### config.mk
export PLATFORM = sky130hd
export DESIGN_NAME = icm_timing
export DESIGN_NICKNAME = d
export VERILOG_FILES = /design/src/rtl/icm_pkg.sv /design/src/rtl/icm_timing.sv
export VERILOG_INCLUDE_DIRS = /design/src /design/src/rtl
export SDC_FILE = /design/constraint.sdc
export NUM_CORES = 1
export LEC_CHECK = 0
export ABC_AREA = 1
export BUFFER_PORTS_ARGS = -buffer_cell sky130_fd_sc_hd__buf_2
export CORE_ASPECT_RATIO = 0.6
export CORE_UTILIZATION = 40
export CTS_CLUSTER_DIAMETER = 40
export DETAILED_ROUTE_END_ITERATION = 10
export GPL_TIMING_DRIVEN = 0
export RECOVER_POWER = 50
export SETUP_SLACK_MARGIN = 0.15
export SYNTH_ARGS = -nofsm -noshare
export SYNTH_HDL_FRONTEND = slang
export SYNTH_SLANG_ARGS = --single-unit
export TNS_END_PERCENT = 5
### constraint.sdc
create_clock -name mclk -period 0.8 [get_ports mclk]
set_input_delay 0.04 -clock mclk [delete_from_list [all_inputs] [get_ports mclk]]
set_output_delay 0.04 -clock mclk [all_outputs]
set_load 0.005 [all_outputs]
### src/rtl/icm_map.svh
// cycle-count table rows and limits for the instruction timing model
`ifndef ICM_MAP_SVH
`define ICM_MAP_SVH

// row layout: best, cache, worst, reads, worst prefetches, writes, address add-on kind
`define ICM_ROW_EXCHANGE     '{8'h00, 8'h02, 8'h03, 4'h0, 4'h1, 4'h0, ICM_EA_NONE}
`define ICM_ROW_CTL_READ     '{8'h03, 8'h06, 8'h07, 4'h0, 4'h1, 4'h0, ICM_EA_NONE}
`define ICM_ROW_CTL_WRITE    '{8'h09, 8'h0C, 8'h0D, 4'h0, 4'h1, 4'h0, ICM_EA_NONE}
`define ICM_ROW_PSW_REG      '{8'h01, 8'h04, 8'h05, 4'h0, 4'h1, 4'h0, ICM_EA_NONE}
`define ICM_ROW_PSW_MEM      '{8'h05, 8'h05, 8'h07, 4'h0, 4'h1, 4'h1, ICM_EA_CALC}
`define ICM_ROW_CCR_LOAD     '{8'h04, 8'h04, 8'h05, 4'h0, 4'h1, 4'h0, ICM_EA_FETCH}
`define ICM_ROW_SR_LOAD      '{8'h08, 8'h08, 8'h0B, 4'h0, 4'h2, 4'h0, ICM_EA_FETCH}
`define ICM_ROW_MRM_LOAD     '{8'h08, 8'h08, 8'h09, 4'h0, 4'h1, 4'h0, ICM_EA_CALC_IMM}
`define ICM_ROW_MRM_STORE    '{8'h04, 8'h04, 8'h05, 4'h0, 4'h1, 4'h0, ICM_EA_CALC_IMM}
`define ICM_ROW_PBM_W_TO_MEM '{8'h08, 8'h0B, 8'h0B, 4'h0, 4'h1, 4'h2, ICM_EA_NONE}
`define ICM_ROW_PBM_W_TO_REG '{8'h0A, 8'h0C, 8'h0C, 4'h2, 4'h1, 4'h0, ICM_EA_NONE}
`define ICM_ROW_PBM_L_TO_MEM '{8'h0E, 8'h11, 8'h11, 4'h0, 4'h1, 4'h4, ICM_EA_NONE}
`define ICM_ROW_PBM_L_TO_REG '{8'h10, 8'h12, 8'h12, 4'h4, 4'h1, 4'h0, ICM_EA_NONE}
`define ICM_ROW_ASM_LOAD     '{8'h07, 8'h07, 8'h08, 4'h1, 4'h1, 4'h0, ICM_EA_CALC_IMM}
`define ICM_ROW_ASM_STORE    '{8'h05, 8'h05, 8'h07, 4'h0, 4'h1, 4'h1, ICM_EA_CALC_IMM}
`define ICM_ROW_USP_MOVE     '{8'h00, 8'h02, 8'h03, 4'h0, 4'h1, 4'h0, ICM_EA_NONE}
`define ICM_ROW_SWAP         '{8'h01, 8'h04, 8'h04, 4'h0, 4'h1, 4'h0, ICM_EA_NONE}
`define ICM_ROW_ALU_REG      '{8'h00, 8'h02, 8'h03, 4'h0, 4'h1, 4'h0, ICM_EA_FETCH}
`define ICM_ROW_ALU_MEM      '{8'h03, 8'h04, 8'h06, 4'h0, 4'h1, 4'h1, ICM_EA_FETCH}
`define ICM_ROW_ADDR_CMP     '{8'h01, 8'h04, 8'h04, 4'h0, 4'h1, 4'h0, ICM_EA_FETCH}
`define ICM_ROW_BOUNDS_CMP   '{8'h10, 8'h12, 8'h12, 4'h1, 4'h1, 4'h0, ICM_EA_FETCH_IMM}
`define ICM_ROW_MULTIPLY_WORD        '{8'h19, 8'h1B, 8'h1C, 4'h0, 4'h1, 4'h0, ICM_EA_FETCH}
`define ICM_ROW_MULTIPLY_LONG        '{8'h29, 8'h2B, 8'h2C, 4'h0, 4'h1, 4'h0, ICM_EA_FETCH_IMM}
`define ICM_ROW_UNSIGNED_DIVIDE_WORD       '{8'h2A, 8'h2C, 8'h2C, 4'h0, 4'h1, 4'h0, ICM_EA_FETCH}
`define ICM_ROW_UNSIGNED_DIVIDE_LONG       '{8'h4C, 8'h4E, 8'h4F, 4'h0, 4'h1, 4'h0, ICM_EA_FETCH_IMM}
`define ICM_ROW_SIGNED_DIVIDE_WORD       '{8'h36, 8'h38, 8'h39, 4'h0, 4'h1, 4'h0, ICM_EA_FETCH}
`define ICM_ROW_SIGNED_DIVIDE_LONG       '{8'h58, 8'h5A, 8'h5B, 4'h0, 4'h1, 4'h0, ICM_EA_FETCH_IMM}
`define ICM_ROW_QUICK_LOAD   '{8'h00, 8'h02, 8'h03, 4'h0, 4'h1, 4'h0, ICM_EA_NONE}
`define ICM_ROW_QUICK_REG    '{8'h00, 8'h02, 8'h03, 4'h0, 4'h1, 4'h0, ICM_EA_NONE}
`define ICM_ROW_QUICK_MEM    '{8'h03, 8'h04, 8'h06, 4'h0, 4'h1, 4'h1, ICM_EA_FETCH}
`define ICM_ROW_IMM_REG      '{8'h00, 8'h02, 8'h03, 4'h0, 4'h1, 4'h0, ICM_EA_FETCH_IMM}
`define ICM_ROW_IMM_MEM      '{8'h03, 8'h04, 8'h06, 4'h0, 4'h1, 4'h1, ICM_EA_FETCH_IMM}
`define ICM_ROW_EMPTY        '{8'h00, 8'h00, 8'h00, 4'h0, 4'h0, 4'h0, ICM_EA_NONE}

// clocks added per register of a multi-register move
`define ICM_MRM_LOAD_PER 7'h04
`define ICM_MRM_STORE_PER 7'h03
// largest register list
`define ICM_MAX_REGS 5'h10

`endif

### src/rtl/icm_pkg.sv
// types of the instruction timing model
package icm_pkg;

  typedef enum logic [4:0] {
    ICM_EXCHANGE = 5'b00000,
    ICM_CTL_READ = 5'b00001,
    ICM_CTL_WRITE = 5'b00010,
    ICM_PSW_MOVE = 5'b00011,
    ICM_CCR_LOAD = 5'b00100,
    ICM_SR_LOAD = 5'b00101,
    ICM_MRM = 5'b00110,
    ICM_PBM_WORD = 5'b00111,
    ICM_PBM_LONG = 5'b01000,
    ICM_ASM = 5'b01001,
    ICM_USP_MOVE = 5'b01010,
    ICM_SWAP = 5'b01011,
    ICM_ALU = 5'b01100,
    ICM_ADDR_CMP = 5'b01101,
    ICM_BOUNDS_CMP = 5'b01110,
    ICM_MULTIPLY_WORD = 5'b01111,
    ICM_MULTIPLY_LONG = 5'b10000,
    ICM_UNSIGNED_DIVIDE_WORD = 5'b10001,
    ICM_UNSIGNED_DIVIDE_LONG = 5'b10010,
    ICM_SIGNED_DIVIDE_WORD = 5'b10011,
    ICM_SIGNED_DIVIDE_LONG = 5'b10100,
    ICM_QUICK_LOAD = 5'b10101,
    ICM_QUICK_ADD = 5'b10110,
    ICM_IMM_ALU = 5'b10111
  } icm_class_t;

  typedef enum logic [1:0] {
    ICM_CASE_BEST = 2'b00,
    ICM_CASE_CACHE = 2'b01,
    ICM_CASE_WORST = 2'b10
  } icm_case_t;

  typedef enum logic [2:0] {
    ICM_EA_NONE = 3'b000,
    ICM_EA_FETCH = 3'b001,
    ICM_EA_FETCH_IMM = 3'b010,
    ICM_EA_CALC = 3'b011,
    ICM_EA_CALC_IMM = 3'b100
  } icm_ea_t;

  typedef struct packed {
    logic [7:0] best;
    logic [7:0] cache;
    logic [7:0] worst;
    logic [3:0] reads;
    logic [3:0] wpref;
    logic [3:0] writes;
    icm_ea_t ea;
  } icm_row_t;

endpackage : icm_pkg

### src/rtl/icm_timing.sv
// instruction cycle-count model: class, form and case in, clock and bus-cycle counts out
`timescale 1ns/1ps
`default_nettype none
`include "icm_map.svh"

// Overview of operation
// - each answer gives total clocks plus reads, prefetches, writes, all inside the total
// - worst case of arithmetic and logic ops includes next-instruction prefetch clocks
// - fetch-effective-address entries add the supplied address time to the total
// - multi-register and alternate-space alternate_space_move add the calculate-immediate-address time
// - multi-register load: 8+4n clocks, n reads; worst 9+4n with one prefetch
// - multi-register store: 4+3n clocks, n writes; worst 5+3n with one prefetch
// - control register write: 9, 12, 13 clocks; no operand cycles; worst one prefetch
// - control register read: 3, 6, 7 clocks with no operand bus cycles
// - full status register load: 8, 8, 11 clocks; worst has two prefetches
// - long peripheral-byte move to memory: four writes, 14, 17, 17 clocks
// - word peripheral-byte move to register: two reads, 10, 12, 12 clocks
// - long peripheral-byte move to register: four reads, 16, 18, 18 clocks
// - alternate-space move to register: one read, 7, 7, 8 clocks
// - register-destination add, sub, and, or, compare: 0, 2, 3 clocks
// - memory-destination add, sub, and, or, exclusive-or: one write, 3, 4, 6
// - address compare: 1 clock best, 4 clocks cache and worst
// - bounds compare: one read, 16, 18, 18 clocks
// - multiply word 25, 27, 28 clocks; multiply long 41, 43, 44
// - unsigned divide word 42, 44, 44; long 76, 78, 79 clocks
// - signed divide word 54, 56, 57; long 88, 90, 91 clocks
// - quick add to memory: one write, 3, 4, 6 clocks
// - quick load to data register: 0, 2, 3 clocks, worst one prefetch
module icm_timing (
  input wire logic mclk,
  input wire logic rst_n,
  input wire logic req_valid,
  input wire icm_pkg::icm_class_t req_class,
  input wire logic req_mem_form,
  input wire icm_pkg::icm_case_t req_case,
  input wire logic [4:0] req_reg_count,
  input wire logic [7:0] req_ea_cycles,
  output var logic rsp_valid_q,
  output var logic [9:0] rsp_total_q,
  output var logic [4:0] rsp_reads_q,
  output var logic [3:0] rsp_prefetch_q,
  output var logic [4:0] rsp_writes_q,
  output var icm_pkg::icm_ea_t rsp_ea_kind_q,
  output var logic rsp_err_q
);
  import icm_pkg::*;

  icm_row_t row;
  logic [6:0] per_reg;
  logic mrm_read;
  logic mrm_write;
  logic case_ok;
  logic class_ok;
  logic [9:0] total_d;
  logic [4:0] reads_d;
  logic [3:0] prefetch_d;
  logic [4:0] writes_d;

  // table lookup by class and addressing form
  always_comb
  begin
    row = `ICM_ROW_EMPTY;
    class_ok = 1'b1;
    case (req_class)
      ICM_EXCHANGE: row = `ICM_ROW_EXCHANGE;
      ICM_CTL_READ: row = `ICM_ROW_CTL_READ;
      ICM_CTL_WRITE: row = `ICM_ROW_CTL_WRITE;
      ICM_PSW_MOVE: row = req_mem_form ? `ICM_ROW_PSW_MEM : `ICM_ROW_PSW_REG;
      ICM_CCR_LOAD: row = `ICM_ROW_CCR_LOAD;
      ICM_SR_LOAD: row = `ICM_ROW_SR_LOAD;
      ICM_MRM: row = req_mem_form ? `ICM_ROW_MRM_STORE : `ICM_ROW_MRM_LOAD;
      ICM_PBM_WORD: row = req_mem_form ? `ICM_ROW_PBM_W_TO_MEM : `ICM_ROW_PBM_W_TO_REG;
      ICM_PBM_LONG: row = req_mem_form ? `ICM_ROW_PBM_L_TO_MEM : `ICM_ROW_PBM_L_TO_REG;
      ICM_ASM: row = req_mem_form ? `ICM_ROW_ASM_STORE : `ICM_ROW_ASM_LOAD;
      ICM_USP_MOVE: row = `ICM_ROW_USP_MOVE;
      ICM_SWAP: row = `ICM_ROW_SWAP;
      ICM_ALU: row = req_mem_form ? `ICM_ROW_ALU_MEM : `ICM_ROW_ALU_REG;
      ICM_ADDR_CMP: row = `ICM_ROW_ADDR_CMP;
      ICM_BOUNDS_CMP: row = `ICM_ROW_BOUNDS_CMP;
      ICM_MULTIPLY_WORD: row = `ICM_ROW_MULTIPLY_WORD;
      ICM_MULTIPLY_LONG: row = `ICM_ROW_MULTIPLY_LONG;
      ICM_UNSIGNED_DIVIDE_WORD: row = `ICM_ROW_UNSIGNED_DIVIDE_WORD;
      ICM_UNSIGNED_DIVIDE_LONG: row = `ICM_ROW_UNSIGNED_DIVIDE_LONG;
      ICM_SIGNED_DIVIDE_WORD: row = `ICM_ROW_SIGNED_DIVIDE_WORD;
      ICM_SIGNED_DIVIDE_LONG: row = `ICM_ROW_SIGNED_DIVIDE_LONG;
      ICM_QUICK_LOAD: row = `ICM_ROW_QUICK_LOAD;
      ICM_QUICK_ADD: row = req_mem_form ? `ICM_ROW_QUICK_MEM : `ICM_ROW_QUICK_REG;
      ICM_IMM_ALU: row = req_mem_form ? `ICM_ROW_IMM_MEM : `ICM_ROW_IMM_REG;
      default: class_ok = 1'b0;
    endcase
  end

  // multi-register alternate_space_move scale with the register count
  assign mrm_read = (req_class == ICM_MRM) && !req_mem_form;
  assign mrm_write = (req_class == ICM_MRM) && req_mem_form;

  always_comb
  begin
    per_reg = 7'h00;
    if (mrm_read)
    begin
      per_reg = `ICM_MRM_LOAD_PER;
    end
    else if (mrm_write)
    begin
      per_reg = `ICM_MRM_STORE_PER;
    end
  end

  // pick the case column; prefetches appear only in the worst case
  always_comb
  begin
    total_d = 10'h000;
    prefetch_d = 4'h0;
    case_ok = 1'b1;
    case (req_case)
      ICM_CASE_BEST: total_d = {2'b00, row.best};
      ICM_CASE_CACHE: total_d = {2'b00, row.cache};
      ICM_CASE_WORST:
      begin
        total_d = {2'b00, row.worst};
        prefetch_d = row.wpref;
      end
      default: case_ok = 1'b0;
    endcase
    total_d = total_d + 10'(per_reg * {2'b00, req_reg_count});
    if (row.ea != ICM_EA_NONE)
    begin
      total_d = total_d + {2'b00, req_ea_cycles};
    end
  end

  // bus-cycle counts, already part of the total
  always_comb
  begin
    reads_d = mrm_read ? req_reg_count : {1'b0, row.reads};
    writes_d = mrm_write ? req_reg_count : {1'b0, row.writes};
  end

  // answer strobe, one per request
  always_ff @(posedge mclk or negedge rst_n)
  begin
    if (!rst_n)
    begin
      rsp_valid_q <= 1'b0;
    end
    else
    begin
      rsp_valid_q <= req_valid;
    end
  end

  // error on an unknown class, case or oversized register list
  always_ff @(posedge mclk or negedge rst_n)
  begin
    if (!rst_n)
    begin
      rsp_err_q <= 1'b0;
    end
    else if (req_valid)
    begin
      rsp_err_q <= !case_ok || !class_ok || (req_reg_count > `ICM_MAX_REGS);
    end
  end

  // counts, held until the next request
  always_ff @(posedge mclk or negedge rst_n)
  begin
    if (!rst_n)
    begin
      rsp_total_q <= 10'h000;
      rsp_reads_q <= 5'h00;
      rsp_prefetch_q <= 4'h0;
      rsp_writes_q <= 5'h00;
      rsp_ea_kind_q <= ICM_EA_NONE;
    end
    else if (req_valid)
    begin
      rsp_total_q <= total_d;
      rsp_reads_q <= reads_d;
      rsp_prefetch_q <= prefetch_d;
      rsp_writes_q <= writes_d;
      rsp_ea_kind_q <= row.ea;
    end
  end

  function automatic logic hit(icm_class_t c, logic m, icm_case_t k);
    hit = req_valid && req_class == c && req_mem_form == m && req_case == k;
  endfunction : hit
endmodule : icm_timing
`default_nettype wire

# Word level (Yosys, flattened, before mapping)
# Index checks and enable logic that the tools add are counted.
# totals
ff_bits,29
latchBits,0
ram_bits,0
mem_bits_ro,0
wordCells,67
memories,0
# op_classes
add_sub_neg,2
multipliers,1
div,0
magnitude_cmp,1
eq_ne,25
n_shift,0
mux,18
bitwise,0
n_reduce_logical,13
# op_table
operator,n
one-hot mux 38 bit (22 select lines),1
two-way mux 33 bit,5
"== test 5 x 4 -> 1 bit, second input constant",8
"== test 5 bit, second input constant",8
two-way mux 36 bit,1
two-way mux 35 bit,1
two-way mux 34 bit,1
one-hot mux 8 bit (3 select lines),1
OR reduction 24 bit,1
"== test 5 x 3 -> 1 bit, second input constant",4
adder 10 bit,1
adder 10 x 8 -> 10 bit,1
"== test 5 x 2 -> 1 bit, second input constant",2
multiplier 7 x 5 -> 10 bit,1
two-way mux 10 bit,1
two-way mux 5 bit,2
OR reduction 3 bit,2
"== test 5 x 1 -> 1 bit, second input constant",1
"> comparator 5 bit, second input constant",1
logical NOT 5 bit,1
two-way mux 4 bit,1
logical NOT 1 bit,3
two-way mux 3 bit,1
nonzero test 3 bit,1
other kinds (7),10

# Longest topological paths before layout
# depth
depth_word,8
ltp_mapped,32
depth_no_buf,32

# Worst setup path after synthesis
# OpenSTA, ideal clock, no wires.
# synth_timing
path_kind,in2reg
startpoint,input req_class[4]
endpoint,register rsp_total_q[7]
t_arrival_ns,3.702
required_time_ns,0.683
path_slack_ns,-3.019
stages,27
n_path_buf,0
path_cell_list,inv_1 -> nand3_1 -> nor2_1 -> inv_1 -> nor2_1 -> inv_2 -> nor2_1 -> inv_2 -> fa_1 -> inv_1 -> fa_1 -> ha_1 -> nand2_1 -> nand2_1 -> o21bai_1 -> xor2_1 -> inv_1 -> ha_1 -> nand2_1 -> inv_1 -> a21boi_0 -> nand2_1 -> xor2_1 -> nand2_1 -> nand2_1 -> nand2_1 -> nand2_1
# synth_between
elab_chain_len,8
elab_cells_between_ends,36
cone_classes,2 x add/sub; 1 x mul; 23 x eq/ne; 5 x mux; 5 x reduce/logical
# synth_lines
item,line,rtl
from (decl),icm_timing.sv:33,"input wire icm_pkg::icm_class_t req_class,"
== test 5 x 3 -> 1 bit,"icm_timing.sv:64, icm_timing.sv:94, icm_timing.sv:95",
logical AND 1 bit,icm_timing.sv:95,assign mrm_write = (req_class == ICM_MRM) && req_mem_form;
two-way mux 2 bit,icm_timing.sv:104,else if (mrm_write)
two-way mux 3 bit,icm_timing.sv:100,if (mrm_read)
multiplier 7 x 5 -> 10 bit,icm_timing.sv:126,"total_d = total_d + 10'(per_reg * {2'b00, req_reg_count});"
adder 10 bit,icm_timing.sv:126,
adder 10 x 8 -> 10 bit,icm_timing.sv:129,"total_d = total_d + {2'b00, req_ea_cycles};"
two-way mux 10 bit *,icm_timing.sv:127,if (row.ea != ICM_EA_NONE)
to (signal assigned),icm_timing.sv:179,rsp_total_q <= total_d;
to (decl),icm_timing.sv:39,"output var logic [9:0] rsp_total_q,"
# Mark *: on every way between the ends. The rest lies on a longest branch, timed or not.
# A chain may end at the register's enable or synchronous reset.

# Worst setup path in the final report
# layout_timing
startpoint,input req_class[4]
endpoint,register rsp_total_q[6]
# Same word-level chain as after synthesis.

==> run_results.csv <==
group,metric,value,unit
floorplanning,initial_core_util,42.81,%
clock_network,cts_tree,"yes",
global_routing,grt_pass1_vias,2851,
floorplanning,fp.coreArea,6878,µm²
logic_synthesis,yosysWarningCount,0,
timing,drv_slew,0,
logic_synthesis,synth_top_area_share,22.95,%
placement,port_buffers,50,
status,status,"finished with violations",
clock_network,clk_pin_slew_worst_paths,70,ps
setup_path,cp.required,1000,ps
global_routing,track_usage,26.12,%
routing,viasPerCell,5.425,
power,peakVddDrop,0.0007720,V
final_layout,final_core_util,57.78,%
hold_path,hold_path_class,"in -> async",
global_routing,grt_pass1_wl,15200,µm
global_routing,globalRouteOverflowTotal,0,
job,max-cap-violations,0,
placement,dp_hpwl,7893,µm
power,power,0.004433,W
clock_network,cts_buffer_depth,2,
routing,dr.pass1.iters,5,
final_layout,area_growth,34.98,%
floorplanning,io-pin-count,53,
clock_network,clk_latency,260,ps
timing,fin_tns_setup,-29570,ps
power,power_density,1116,nW/µm²
setup_path,crit_fanout,4,
logic_synthesis,yosysSeqAreaShare,22.95,%
routing,dr_wl_met3,1288,µm
clock_network,holdBufCountCts,1,
final_layout,fin_nets,600,
timing,report.final.setup_viol,37,
routing,wl_met1,5165,µm
setup_path,cp-start-kind,"primary input",
timing,max_freq,261.1,MHz
logic_synthesis,netlist_area,2944,µm²
logic_synthesis,ys_ff_latch,27,
timing,hold_viol,27,
routing,antenna_left,0,
final_layout,drive_gt1_share,32.60,%
timing,post-route-period-util,478.7,%
floorplanning,design.die.area,7719,µm²
routing,dr.max_layer_used,"met4",
timing,skew,0,ps
routing,drc_errors,0,
clock_network,cts.sinks,27,
logic_synthesis,synth_cell_types,32,
floorplanning,fp-row-count,23,
routing,wirelength,10120,µm
logic_synthesis,synth_area_leaders,"dfrtp_1 (23%), nand2_1 (17%), ha_1 (8.1%)",
setup_path,path_class,"in -> reg",
final_layout,antenna_cells,0,
timing,min_period,3830,ps
status,violations,"negative hold slack, negative setup slack",
routing,dr_wl_met2,3622,µm
timing,hold_ws,-194.0,ps
logic_synthesis,yosysTopAreaCell,"dfrtp_1",
timing,maxSlewHeadroom,55.73,%
clock_network,clockRootBuffer,"clkbuf_16",
global_routing,antenna_found_initial,0,
global_routing,grt_max_degree,28,
power,p_leak,2.160,nW
logic_synthesis,avgSynthCellArea,6.359,µm²
timing,rsz0062_at_grt,"yes",
timing,setup_ws,-3030,ps
final_layout,layout.cells.non_filler,633,
floorplanning,dieWidth,112.8,µm
placement,place_inst,601,
logic_synthesis,synth_cells,463,
setup_path,arrival,4030,ps
clock_network,h-tree-depth,1,
timing,worst_pin_slew,664.1,ps
routing,wl_per_cell,15.98,µm
routing,vias,3434,
setup_path,cp-end-kind,"register",
setup_path,max_stage_delay,560,ps
clock_network,cts_buffers,3,
floorplanning,dieHeight,68.46,µm
placement,globalplace.congestion,0.9425,
routing,drtIter0Drc,428,
setup_path,worst_path_max_delay_cell,"fa_2",
-- metal layers --
layer,vias up,track usage [%]
li1,1664,-
met1,1550,43.42
met2,208,33.33
met3,12,5.492
met4,0,2.167
met5,-,0
-- synth_stat cells --
library cell  count
o21a_1            2
buf_2             2
nor2_2            7
nand2_2           4
a211oi_1          1
a31oi_1           4
dfrtp_1          27
nor3_1            8
conb_1            1
a21oi_1          16
nand2_1         133
buf_4             3
a21boi_0          1
inv_2             8
buf_1             1
xnor2_1           4
nand3_2           2
o211ai_1          2
nand3_1          39
a41oi_1           1
nor3b_1           1
ha_1             19
o21ai_0          22
o21bai_1          1
inv_1            60
clkinv_1          1
xor2_1            5
clkbuf_1          7
nor4_1            1
fa_1             10
nand4_1          20
nor2_1           50
-- through the flow --
step | worst slack, ps | area (µm²)
after floorplan | -2708 | 3052
after global placement | -3592 | 3411
after detailed placement | -3478 | 3411
after CTS | -2884 | 3806
after global routing | -3238 | 3974
final | -3030 | 3974
-- registers in the layout, indices dropped and copies added, names as in the netlist --
signal / cells
rsp_total_q: 10
rsp_ea_kind_q: 3
rsp_reads_q: 5
rsp_err_q: 1
rsp_writes_q: 5
rsp_valid_q: 1
rsp_prefetch_q: 2
-- path summary, 6_finish.rpt --
| check | start | endpoint | slack [ps] | cells past startpoint |
|---|---|---|---|---|
| worst max-delay path | req_class[4] | rsp_total_q[6] | -3030 | 28 |
| worst min-delay path | rst_n | rsp_writes_q[4] | -190 | 1 |
| worst max register to register | rsp_reads_q[0] | rsp_reads_q[0] | 100 | 2 |
| worst min register to register | rsp_total_q[7] | rsp_total_q[7] | 470 | 2 |
| max in group asynchronous | rst_n | rsp_writes_q[3] | 570 | 1 |
| min in group mclk | req_reg_count[4] | rsp_err_q | 150 | 3 |
-- what timing repair did --
action / CTS / global route
setup buffers: 20 / 7
pin swaps: 19 / 22
endpoints found under the hold margin: 28 / 27
gates resized for setup: 48 / 39
gates cloned: 0 / 0
endpoints found under the setup margin: 53 / 53
-- cell type report --
type / count / area, µm²
buffer: 13 / 80.08
clock buffer: 3 / 75.07
clock inverter: 1 / 7.507
fill: 648 / 2904
inverter: 69 / 274.0
multi-input combinational: 355 / 2268
sequential: 27 / 675.6
tap: 87 / 108.9
timing repair buffer: 78 / 484.2
-- placed cells by master, fill, tap and decap left out, types with 3 or more instances in the layout --
master and n:
a21oi_1 12, a21oi_2 4, a31oi_1 3, buf_2 47
buf_4 31, buf_6 3, clkbuf_16 3, clkbuf_2 4
clkinvlp_4 3, dfrtp_1 27, fa_1 6, fa_2 4
ha_1 11, ha_4 7, inv_1 48, inv_2 16
inv_4 3, nand2_1 119, nand2_2 15, nand2_4 3
nand3_1 37, nand4_1 20, nor2_1 35, nor2_2 10
nor2_4 12, nor3_1 6, o21ai_0 20, xnor2_1 4
xor2_1 5
-- report_power, final --
| part | switching [W] | leakage, nW | total (W) | internal (W) |
|---|---|---|---|---|
| Clock | 0.000439 | 0.0371 | 0.00112 | 0.000678 |
| Sequential | 0.0000674 | 0.351 | 0.00156 | 0.00150 |
| Combinational | 0.00105 | 1.77 | 0.00175 | 0.000697 |
-- worst max-delay path, delay by kind of cell --
kind	cells	cell delay, ps
buffers and inverters	8	600
adders and majority gates	4	1650
and+or+nand+nor	12	1060
AOI/OAI and AO/OA	2	270
xor gates and xnor gates	2	410
-- kinds of logic (layout without fill, tap and decap cells) --
kind of cell	count (synthesis)	after routing	share of synthesized area, %
AOI/OAI and AO/OA	50	50	9.392
other	1	2	0.1274
adders and majority gates	29	29	14.87
xor gates and xnor gates	9	9	2.677
buffers and inverters	82	164	10.92
and+or+nand+nor	265	265	39.06
DFF	27	27	22.95
Note: power is estimated with default switching activity, not from simulation.
